===== src/pkg/e3m_consts.svh =====
// Offsets, field positions, reset values and frame counts of the E3 receive alarm monitor
// How it works
// - Far-end failure select 1: declare or clear after 5 equal frames.
// - Far-end failure select 0: declare or clear after 3 equal frames.
// - Far-end failure status bit shows the filtered far-end failure state.
// - Timing marker accepted after 3 or 5 unchanged frames, per its select.
// - Validated timing marker appears at bit 1 of register 0x11.
// - The 1998 framing revision ignores the timing-marker select, using 3 frames.
// - Received payload type differing from expected raises a mismatch event.
// - Latest received payload type reads in bits 7 to 5 of 0x10.
// - LOF declared after 24 frame periods of OOF, with either select value.
// - LOF status bit is 1 while the framer is in loss of frame.
// - OOF declared after four consecutive frames with framing byte errors.
// - LOS declared after 32 consecutive zeros on both receive rails.
// - AIS declared after two consecutive frames each holding under seven zeros.
// - Payload unstable is 1 if the type changed within the last 5 frames.
// - Bits 6 to 0 of the event enable register gate their events.
// - OOF, LOF, LOS and AIS events fire on every change of the condition.
// - The 1995 framing revision ignores both sync status message enables.
// - Each event latches a status bit; reading the status register clears it.
`ifndef E3M_CONSTS_SVH
`define E3M_CONSTS_SVH
`define E3M_OFS_CFG1 8'h10
`define E3M_OFS_CFG2 8'h11
`define E3M_OFS_IEN1 8'h12
`define E3M_OFS_ISR1 8'h14
`define E3M_OFS_ISR2 8'h15
`define E3M_OFS_AUX 8'h16
`define E3M_RST_CFG1 8'h00
`define E3M_RST_CFG2 8'h7f
`define E3M_RST_IEN1 7'h00
`define E3M_SSM_EN_MASK 7'h60
`define E3M_FA_PATTERN 16'hf628
`define E3M_FA_LAST_BIT 13'd15
`define E3M_MA_LAST_BIT 13'd39
`define E3M_FRAME_BITS 4296
`define E3M_OOF_FRAMES 3'd4
`define E3M_LOF_FRAMES 5'd24
`define E3M_LOS_ZEROS 6'd32
`define E3M_AIS_ZEROS 3'd7
`define E3M_UNSTAB_FRAMES 3'd5
`define E3M_PERSIST_SHORT 3'd3
`define E3M_PERSIST_LONG 3'd5
`endif


===== src/pkg/e3m_pkg.sv =====
// Types shared by the E3 receive alarm monitor
package e3m_pkg;
    // One recovered line bit, valid for one core cycle
    typedef struct packed
    {
        logic valid;
        logic data;
    } e3m_bit_t;

    // Overhead status byte, first received bit in the msb
    typedef struct packed
    {
        logic       ferf;
        logic       febe;
        logic [2:0] ptype;
        logic [1:0] sync_status_message;
        logic       tmark;
    } e3m_ma_t;

    typedef struct packed
    {
        logic lof;
        logic oof;
        logic los;
        logic ais;
    } e3m_alarm_t;

    typedef enum logic
    {
        E3M_HUNT = 1'b0,
        E3M_LOCK = 1'b1
    } e3m_frm_t;
endpackage


===== src/hdl/e3m_rx_monitor.sv =====
// E3 receive alarm and overhead monitor with register port
`include "e3m_consts.svh"
module e3m_rx_monitor
#(
    parameter int FRAME_BITS = `E3M_FRAME_BITS
)
(
    input  wire logic       core_clk,
    input  wire logic       srst,
    input  wire logic       rx_line_clk,
    input  wire logic       rx_positive_rail,
    input  wire logic       rx_negative_rail,
    input  wire logic [7:0] reg_addr,
    input  wire logic [7:0] reg_wr_data,
    input  wire logic       reg_wr_en,
    input  wire logic       reg_rd_en,
    output logic      [7:0] reg_rd_data,
    output logic            irq
);
    e3m_pkg::e3m_bit_t   lbit;
    e3m_pkg::e3m_frm_t   state_q;
    e3m_pkg::e3m_ma_t    ma;
    e3m_pkg::e3m_alarm_t cur;
    e3m_pkg::e3m_alarm_t prev_q;
    logic [15:0] sr_q;
    logic [15:0] sr_d;
    logic [12:0] pos_q;
    logic [2:0]  err_cnt_q;
    logic        realign_q;
    logic        pos_wrap;
    logic        fa_chk;
    logic        frame_end;
    logic        ma_cap;
    logic        lock_hit;
    logic [4:0]  lof_cnt_q;
    logic        lof_q;
    logic [5:0]  zrun_q;
    logic        los_q;
    logic [2:0]  zcnt_q;
    logic [2:0]  zc_now;
    logic        few_prev_q;
    logic        ais_q;
    logic [2:0]  ptype_q;
    logic [2:0]  stab_q;
    logic [2:0]  stab_d;
    logic        unstab_q;
    logic        mis_ev_q;
    logic        ferf_state;
    logic        tmark_state;
    logic [2:0]  exp_q;
    logic        ferf_sel_q;
    logic        tmark_sel_q;
    logic        lof_algo_q;
    logic [6:0]  ien1_q;
    logic [6:0]  ien_eff;
    logic        rev98_q;
    logic        mis_en_q;
    logic [6:0]  ev;
    logic [6:0]  isr1_q;
    logic        isr2_q;
    logic        rd_clr1;
    logic        rd_clr2;

    // Saturating increment used by the zero and stability counters
    function automatic logic [2:0] inc_sat(input logic [2:0] v, input logic [2:0] lim);
        inc_sat = (v >= lim) ? lim : v + 3'h1;
    endfunction

    e3m_line_sync u_sync
    (
        .core_clk         (core_clk),
        .srst             (srst),
        .rx_line_clk      (rx_line_clk),
        .rx_positive_rail (rx_positive_rail),
        .rx_negative_rail (rx_negative_rail),
        .line_bit         (lbit)
    );

    // Frame position decode
    assign sr_d      = {sr_q[14:0], lbit.data};
    assign pos_wrap  = (pos_q == 13'(FRAME_BITS - 1));
    assign fa_chk    = lbit.valid && state_q == e3m_pkg::E3M_LOCK && pos_q == `E3M_FA_LAST_BIT;
    assign frame_end = lbit.valid && pos_wrap;
    assign ma_cap    = lbit.valid && state_q == e3m_pkg::E3M_LOCK && pos_q == `E3M_MA_LAST_BIT;
    assign ma        = e3m_pkg::e3m_ma_t'(sr_d[7:0]);
    assign lock_hit  = lbit.valid && state_q == e3m_pkg::E3M_HUNT && sr_d == `E3M_FA_PATTERN;

    // Framer: hunt for the alignment word, then check it once a frame
    always_ff @(posedge core_clk)
    begin
        if (srst)
        begin
            state_q   <= e3m_pkg::E3M_HUNT;
            pos_q     <= 13'h0;
            sr_q      <= 16'h0;
            err_cnt_q <= 3'h0;
            realign_q <= 1'b0;
        end
        else
        begin
            realign_q <= 1'b0;
            if (lbit.valid)
            begin
                sr_q  <= sr_d;
                pos_q <= pos_wrap ? 13'h0 : pos_q + 13'h1;
                if (state_q == e3m_pkg::E3M_HUNT)
                begin
                    if (sr_d == `E3M_FA_PATTERN)
                    begin
                        state_q   <= e3m_pkg::E3M_LOCK;
                        pos_q     <= `E3M_FA_LAST_BIT + 13'h1;
                        err_cnt_q <= 3'h0;
                        realign_q <= 1'b1;
                    end
                end
                else if (fa_chk)
                begin
                    if (sr_d == `E3M_FA_PATTERN)
                        err_cnt_q <= 3'h0;
                    else if (err_cnt_q == `E3M_OOF_FRAMES - 3'h1)
                    begin
                        state_q   <= e3m_pkg::E3M_HUNT;
                        err_cnt_q <= 3'h0;
                    end
                    else
                        err_cnt_q <= err_cnt_q + 3'h1;
                end
            end
        end
    end

    // Loss of frame: whole periods counted from the OOF bit; select does not change the count
    always_ff @(posedge core_clk)
    begin
        if (srst)
        begin
            lof_cnt_q <= 5'h0;
            lof_q     <= 1'b1;
        end
        else if (state_q == e3m_pkg::E3M_LOCK || lock_hit)   // Clears with the lock, never after
        begin
            lof_cnt_q <= 5'h0;
            lof_q     <= 1'b0;
        end
        else if (lbit.valid && pos_q == `E3M_FA_LAST_BIT && !lof_q)
        begin
            if (lof_cnt_q == `E3M_LOF_FRAMES - 5'h1)
                lof_q <= 1'b1;
            else
                lof_cnt_q <= lof_cnt_q + 5'h1;
        end
    end

    // Loss of signal: run of zeros on both rails; any pulse ends it
    always_ff @(posedge core_clk)
    begin
        if (srst)
        begin
            zrun_q <= 6'h0;
            los_q  <= 1'b1;
        end
        else if (lbit.valid)
        begin
            if (lbit.data)
            begin
                zrun_q <= 6'h0;
                los_q  <= 1'b0;
            end
            else if (zrun_q == `E3M_LOS_ZEROS - 6'h1)
                los_q <= 1'b1;
            else
                zrun_q <= zrun_q + 6'h1;
        end
    end

    // AIS: zeros per frame, counted only up to the threshold
    assign zc_now = (lbit.valid && !lbit.data) ? inc_sat(zcnt_q, `E3M_AIS_ZEROS) : zcnt_q;

    always_ff @(posedge core_clk)
    begin
        if (srst)
        begin
            zcnt_q     <= 3'h0;
            few_prev_q <= 1'b0;
            ais_q      <= 1'b1;
        end
        else if (frame_end)
        begin
            zcnt_q     <= 3'h0;
            few_prev_q <= zc_now < `E3M_AIS_ZEROS;
            if (zc_now >= `E3M_AIS_ZEROS)
                ais_q <= 1'b0;
            else if (few_prev_q)
                ais_q <= 1'b1;
        end
        else
            zcnt_q <= zc_now;
    end

    // Payload type capture, stability and mismatch
    assign stab_d = (ma.ptype != ptype_q) ? 3'h0 : inc_sat(stab_q, `E3M_UNSTAB_FRAMES);

    always_ff @(posedge core_clk)
    begin
        if (srst)
        begin
            ptype_q  <= 3'h0;
            stab_q   <= 3'h0;
            unstab_q <= 1'b1;
            mis_ev_q <= 1'b0;
        end
        else
        begin
            mis_ev_q <= ma_cap && ma.ptype != exp_q;
            if (ma_cap)
            begin
                ptype_q  <= ma.ptype;
                stab_q   <= stab_d;
                unstab_q <= stab_d < `E3M_UNSTAB_FRAMES;
            end
        end
    end

    // Far-end failure filter, 3 or 5 frames
    e3m_persist #(.RST_STATE(1'b1)) u_ferf
    (
        .core_clk (core_clk),
        .srst     (srst),
        .strobe   (ma_cap),
        .sample   (ma.ferf),
        .long_sel (ferf_sel_q),
        .state_q  (ferf_state)
    );

    // Timing marker filter; the later revision always uses the short count
    e3m_persist #(.RST_STATE(1'b1)) u_tmark
    (
        .core_clk (core_clk),
        .srst     (srst),
        .strobe   (ma_cap),
        .sample   (ma.tmark),
        .long_sel (tmark_sel_q & ~rev98_q),
        .state_q  (tmark_state)
    );

    // Configuration writes
    always_ff @(posedge core_clk)
    begin
        if (srst)
        begin
            {ferf_sel_q, tmark_sel_q, exp_q} <= 5'(`E3M_RST_CFG1);
            lof_algo_q <= 1'(`E3M_RST_CFG2 >> 7);
            ien1_q     <= `E3M_RST_IEN1;
            {mis_en_q, rev98_q} <= 2'h0;
        end
        else if (reg_wr_en)
        begin
            case (reg_addr)
                `E3M_OFS_CFG1: {ferf_sel_q, tmark_sel_q, exp_q} <= reg_wr_data[4:0];
                `E3M_OFS_CFG2: lof_algo_q <= reg_wr_data[7];
                `E3M_OFS_IEN1: ien1_q <= reg_wr_data[6:0];
                `E3M_OFS_AUX:  {rev98_q, mis_en_q} <= reg_wr_data[1:0];
                default: ;
            endcase
        end
    end

    // Change detection; sync status events have no source in this channel
    assign cur = '{lof: lof_q, oof: state_q == e3m_pkg::E3M_HUNT, los: los_q, ais: ais_q};
    assign ev  = {2'b00, realign_q, cur.oof ^ prev_q.oof, cur.lof ^ prev_q.lof,
                  cur.los ^ prev_q.los, cur.ais ^ prev_q.ais};
    assign rd_clr1 = reg_rd_en && reg_addr == `E3M_OFS_ISR1;
    assign rd_clr2 = reg_rd_en && reg_addr == `E3M_OFS_ISR2;
    assign ien_eff = rev98_q ? ien1_q : ien1_q & ~`E3M_SSM_EN_MASK;

    // Sticky status; a new event in the clearing cycle survives the read
    always_ff @(posedge core_clk)
    begin
        if (srst)
        begin
            prev_q <= '1;
            isr1_q <= 7'h0;
            isr2_q <= 1'b0;
        end
        else
        begin
            prev_q <= cur;
            isr1_q <= (rd_clr1 ? 7'h0 : isr1_q) | ev;
            isr2_q <= (rd_clr2 ? 1'b0 : isr2_q) | mis_ev_q;
        end
    end

    // Interrupt request from latched and enabled bits
    always_ff @(posedge core_clk)
    begin
        if (srst)
            irq <= 1'b0;
        else
            irq <= |(isr1_q & ien_eff) | (isr2_q & mis_en_q);
    end

    // Read data, one cycle after the strobe; unmapped reads return zero
    always_ff @(posedge core_clk)
    begin
        if (srst)
            reg_rd_data <= 8'h0;
        else if (reg_rd_en)
        begin
            case (reg_addr)
                `E3M_OFS_CFG1: reg_rd_data <= {ptype_q, ferf_sel_q, tmark_sel_q, exp_q};
                `E3M_OFS_CFG2: reg_rd_data <= {lof_algo_q, lof_q, cur.oof, los_q, ais_q,
                                               unstab_q, tmark_state, ferf_state};
                `E3M_OFS_IEN1: reg_rd_data <= {1'b0, ien1_q};
                `E3M_OFS_ISR1: reg_rd_data <= {1'b0, isr1_q};
                `E3M_OFS_ISR2: reg_rd_data <= {7'h0, isr2_q};
                `E3M_OFS_AUX:  reg_rd_data <= {6'h0, rev98_q, mis_en_q};
                default:       reg_rd_data <= 8'h0;
            endcase
        end
        else
            reg_rd_data <= 8'h0;
    end
endmodule


===== src/hdl/e3m_line_sync.sv =====
// Line clock and rail synchroniser with bit recovery
module e3m_line_sync
(
    input  wire logic             core_clk,
    input  wire logic             srst,
    input  wire logic             rx_line_clk,
    input  wire logic             rx_positive_rail,
    input  wire logic             rx_negative_rail,
    output e3m_pkg::e3m_bit_t     line_bit
);
    logic [2:0] meta_q;
    logic [2:0] sync_q;
    logic       clk_prev_q;

    // Two-stage capture of clock and rails together, so rails keep their phase
    always_ff @(posedge core_clk)
    begin
        if (srst)
        begin
            meta_q <= 3'h0;
            sync_q <= 3'h0;
        end
        else
        begin
            meta_q <= {rx_line_clk, rx_positive_rail, rx_negative_rail};
            sync_q <= meta_q;
        end
    end

    // Rising line clock edge; a pulse on either rail is a one
    always_ff @(posedge core_clk)
    begin
        if (srst)
        begin
            clk_prev_q <= 1'b0;
            line_bit   <= '0;
        end
        else
        begin
            clk_prev_q     <= sync_q[2];
            line_bit.valid <= sync_q[2] & ~clk_prev_q;
            line_bit.data  <= sync_q[1] | sync_q[0];
        end
    end
endmodule


===== src/hdl/e3m_persist.sv =====
// Consecutive-frame persistence filter with 3 or 5 frame select
`include "e3m_consts.svh"
module e3m_persist
#(
    parameter logic RST_STATE = 1'b1
)
(
    input  wire logic core_clk,
    input  wire logic srst,
    input  wire logic strobe,
    input  wire logic sample,
    input  wire logic long_sel,
    output logic      state_q
);
    logic [2:0] run_q;
    logic [2:0] need;

    assign need = long_sel ? `E3M_PERSIST_LONG : `E3M_PERSIST_SHORT;

    // Counts frames disagreeing with the state; one agreeing frame restarts it
    always_ff @(posedge core_clk)
    begin
        if (srst)
        begin
            state_q <= RST_STATE;
            run_q   <= 3'h0;
        end
        else if (strobe)
        begin
            if (sample == state_q)
                run_q <= 3'h0;
            else if (run_q + 3'h1 >= need)
            begin
                state_q <= sample;
                run_q   <= 3'h0;
            end
            else
                run_q <= run_q + 3'h1;
        end
    end
endmodule


===== config.mk =====
export PLATFORM = sky130hd
export DESIGN_NAME = e3m_rx_monitor
export DESIGN_NICKNAME = d
export VERILOG_FILES = /design/src/pkg/e3m_pkg.sv /design/src/hdl/e3m_rx_monitor.sv /design/src/hdl/e3m_line_sync.sv /design/src/hdl/e3m_persist.sv
export VERILOG_INCLUDE_DIRS = /design/src /design/src/pkg
export SDC_FILE = /design/constraint.sdc
export NUM_CORES = 1
export LEC_CHECK = 0
export BUFFER_PORTS_ARGS = -buffer_cell sky130_fd_sc_hd__buf_2
export CORE_AREA = 2 2 97 99
export CTS_CLUSTER_DIAMETER = 150
export DETAILED_ROUTE_END_ITERATION = 12
export DIE_AREA = 0 0 99 101
export GPL_TIMING_DRIVEN = 0
export PLACE_DENSITY = 0.83
export SLEW_MARGIN = 25
export SYNTH_ARGS = -nofsm -noshare
export SYNTH_HDL_FRONTEND = slang
export SYNTH_SLANG_ARGS = --single-unit

===== constraint.sdc =====
create_clock -name core_clk -period 2.3 [get_ports core_clk]
set_input_delay 0 -clock core_clk [delete_from_list [all_inputs] [get_ports core_clk]]
set_output_delay 0 -clock core_clk [all_outputs]
set_load 0.005 [all_outputs]

==> results.md <==
- Status: finished clean
- Pwr Density: 588 nW/um^2
- TritonCTS Buffers: 9
- Maxcap violations: 0
- Initial core utilization: 0.538
- Post-synthesis sequential area ratio: 0.456
- FP Rows: 35
- WL/cell: 15.0 microns
- Synth cell count leaders: dfxtp_1, nor2_1, nand2_1, mux2i_1, a21oi_1
- Clock sink count: 110
- Core box area: 8980 sq um
- Worst-Margin Slew: 1.01 ns
- Pins over their slew limit: 0
- RSZ-0062 raised after global routing: no
- Relative slew margins: 0.316
- Comb pwr share: 0.047
- Vias in the first global route: 3773
- Cell variety after synth: 53
- Post-synth top area cell: dfxtp_1
- Fillers: 748
- Pin count of the biggest net entering global routing: 17
- Vias: 4049
- Seq pwr share: 0.596
- CTS tree: built
- CTS root buffer: clkbuf_8
- Largest cells by area after synthesis: dfxtp_1, mux2i_1, nor2_1, a21oi_1, ha_1
- Share of cells above drive strength 1: 0.105
- FFs w/ async S/R, synth: 0
- Share of the clock period used by the worst path: 0.953
- Clock H-tree levels: 3
- Port bufs: 30
- Critical path launch point type: flip-flop
- Initial antenna violation count: 0
- Sw frac: 0.224
- Synth Net Count: 579
- Synth Register Bits: 110
- Final #Nets: 634
- Internal power: 0.00251 W
- DRT antenna net count: 0
- Clk_skew: 0.0147 ns
- Leakage: 2.01 nW
- Total Wirelength: 10700 microns
- Post-DP HPWL: 7740 microns
- I/O Pins: 32
- Drt first pass iters: 5
- Die width: 99 microns
- Net Sw Power: 0.000724 W
- Synthesis-to-finish area growth: 13.8%
- Register-to-Register Path Depth: 4
- Clock group share of total power: 0.356
- Clock buffer depth: 2
- DR iter-0 viols: 208
- Most common cell in the synthesized netlist: dfxtp_1
- Synth Flop Type: dfxtp_1
- Post-synth EDFFs: 0
- Vias/cell: 5.69
- Post-Syn Instances: 542
- Pre-CTS setup slack: -0.161 ns
- Yosys warning count: 0
- Util after Layout: 0.612
- Crit path time final: 2.19 ns
- Crit-path max FO: 9
- Synth Area per Inst: 8.90 sq um
- Chip height: 101 microns
- Worst-path clk slew: 0.10 ns
- Total track usage: 0.216
- Hold depth: 4
- Overflow after GRT: 0
- Endpoints failing setup: 0
- Die area: 10000 sq um
- Synth top area share: 0.456
- Worst EP required: 2.61 ns
- Type of the worst setup path: reg -> reg
- Worst EP arrival: 2.50 ns
- Global-route wire length before repair: 17500 microns
- GP Congestion: 0.928
- Final Hold Vio Count: 0
- VDD IR max: 0.404 mV
- Max Freq: 456 MHz
- Hold crit path type: in -> reg
- DRC: 0
- N_diodes: 0
- Clk_lat worst skew: 0.37 ns
- Setup WS post-layout: 0.108 ns
- CP Capture Type: flip-flop
- Netlist Area Pre-Place: 4830 sq um
[sequential cells by signal, summed over array words and instances (netlist names), 3 cells and up]
register	count
zrun_q	6
prev_q	4
u_sync.meta_q	3
reg_rd_data	8
exp_q	3
zcnt_q	3
lof_cnt_q	5
sr_q	15
isr1_q	5
u_ferf.run_q	3
pos_q	13
ptype_q	3
u_sync.sync_q	3
u_tmark.run_q	3
stab_q	3
err_cnt_q	3
ien1_q	7
[per-layer routing]
metal  GRT usage  share of wire  vias up
met4      0.0674          0.021        0
met1       0.267           0.44     1896
li1            -              -     2016
met5           0              0        -
met3      0.0492          0.057       17
met2       0.377           0.48      120
[critical path, stage by stage, from the launching register on]
cell     delay, ns
dfxtp_2       0.35
or4_4         0.55
or4_4         0.57
or4b_1        0.52
a21oi_1       0.14
[power by group through the flow]
stage	registers, W	logic [W]	clock network (W)
2_1_floorplan	0.00197	0.0000827	0
6_report	0.00193	0.000153	0.00115
4_1_cts	0.00193	0.000152	0.00117
3_5_place_dp	0.00197	0.000134	0
5_1_grt	0.00193	0.000169	0.00123
3_3_place_gp	0.00197	0.000130	0
[layout by cell type (no fill, tap or decap), drive strengths merged, types with 5 or more instances in the layout]
master and count:
or2 5, xor2 14, o21ai 18, nor2b 14, nand2 41, nand4 9
clkbuf 35, mux2i 39, dfxtp 110, and3 8, a21oi 38, nor3 14
nor2 83, buf 34, ha 14, dlygate4sd3 14, nand3 18, a22oi 7
inv 8, xnor2 15
[through the flow]
step | hold WS, ns | std cells | TNS [ns] | instance area (sq um) | total power [W]
after CTS | 0.00103 | 713 | 0 | 5480 | 0.00325
final | 0.00509 | 712 | 0 | 5490 | 0.00323
after detailed placement | 0.217 | 683 | -1.35 | 5110 | 0.00211
after global routing | 0.0171 | 712 | 0 | 5490 | 0.00333
after global placement | 0.209 | 683 | -0.650 | 5110 | 0.00210
after floorplan | 0.128 | 542 | 0 | 4830 | 0.00205
[timing repair]
| item | 4_1_cts | 5_1_grt |
|---|---|---|
| setup buffers | 1 | 0 |
| pin swaps | 0 | 0 |
| gates resized for setup | 9 | 4 |
| setup endpoints to repair | 11 | 21 |
| hold buffers | 14 | 0 |
| hold endpoints to repair | 23 | 0 |
[area by class of cell]
class                   count  area (sq um)  area share
multi-input cells         397          2530       0.460
flip-flops and latches    110          2210       0.402
repair buffers             45           298      0.0542
clock buffers              12           145      0.0264
well taps                 111           139      0.0253
plain buffers              26          98.8      0.0180
clock inverters             3          45.0     0.00820
inverters                   8          30.0     0.00547
[final timing paths]
check,from,endpoint,slack [ns]
min,reg_wr_en,lof_algo_q,0.005
max reg2reg,pos_q[8],stab_q[1],0.11
max,pos_q[8],stab_q[1],0.11
min reg2reg,u_sync.clk_prev_q,u_sync.line_bit[1],0.40
[cell families after synthesis]
family | count (synthesis) | synth area share
AO/OA/AOI/OAI | 89 | 0.112
XOR/XNOR | 29 | 0.0526
adder cells (fa/ha/maj) | 14 | 0.0363
buffers and inverters | 35 | 0.0277
flip-flops | 110 | 0.456
multiplexers | 40 | 0.0832
AND/OR/NAND/NOR | 225 | 0.232
No activity file was read; power rests on OpenSTA's default activity.
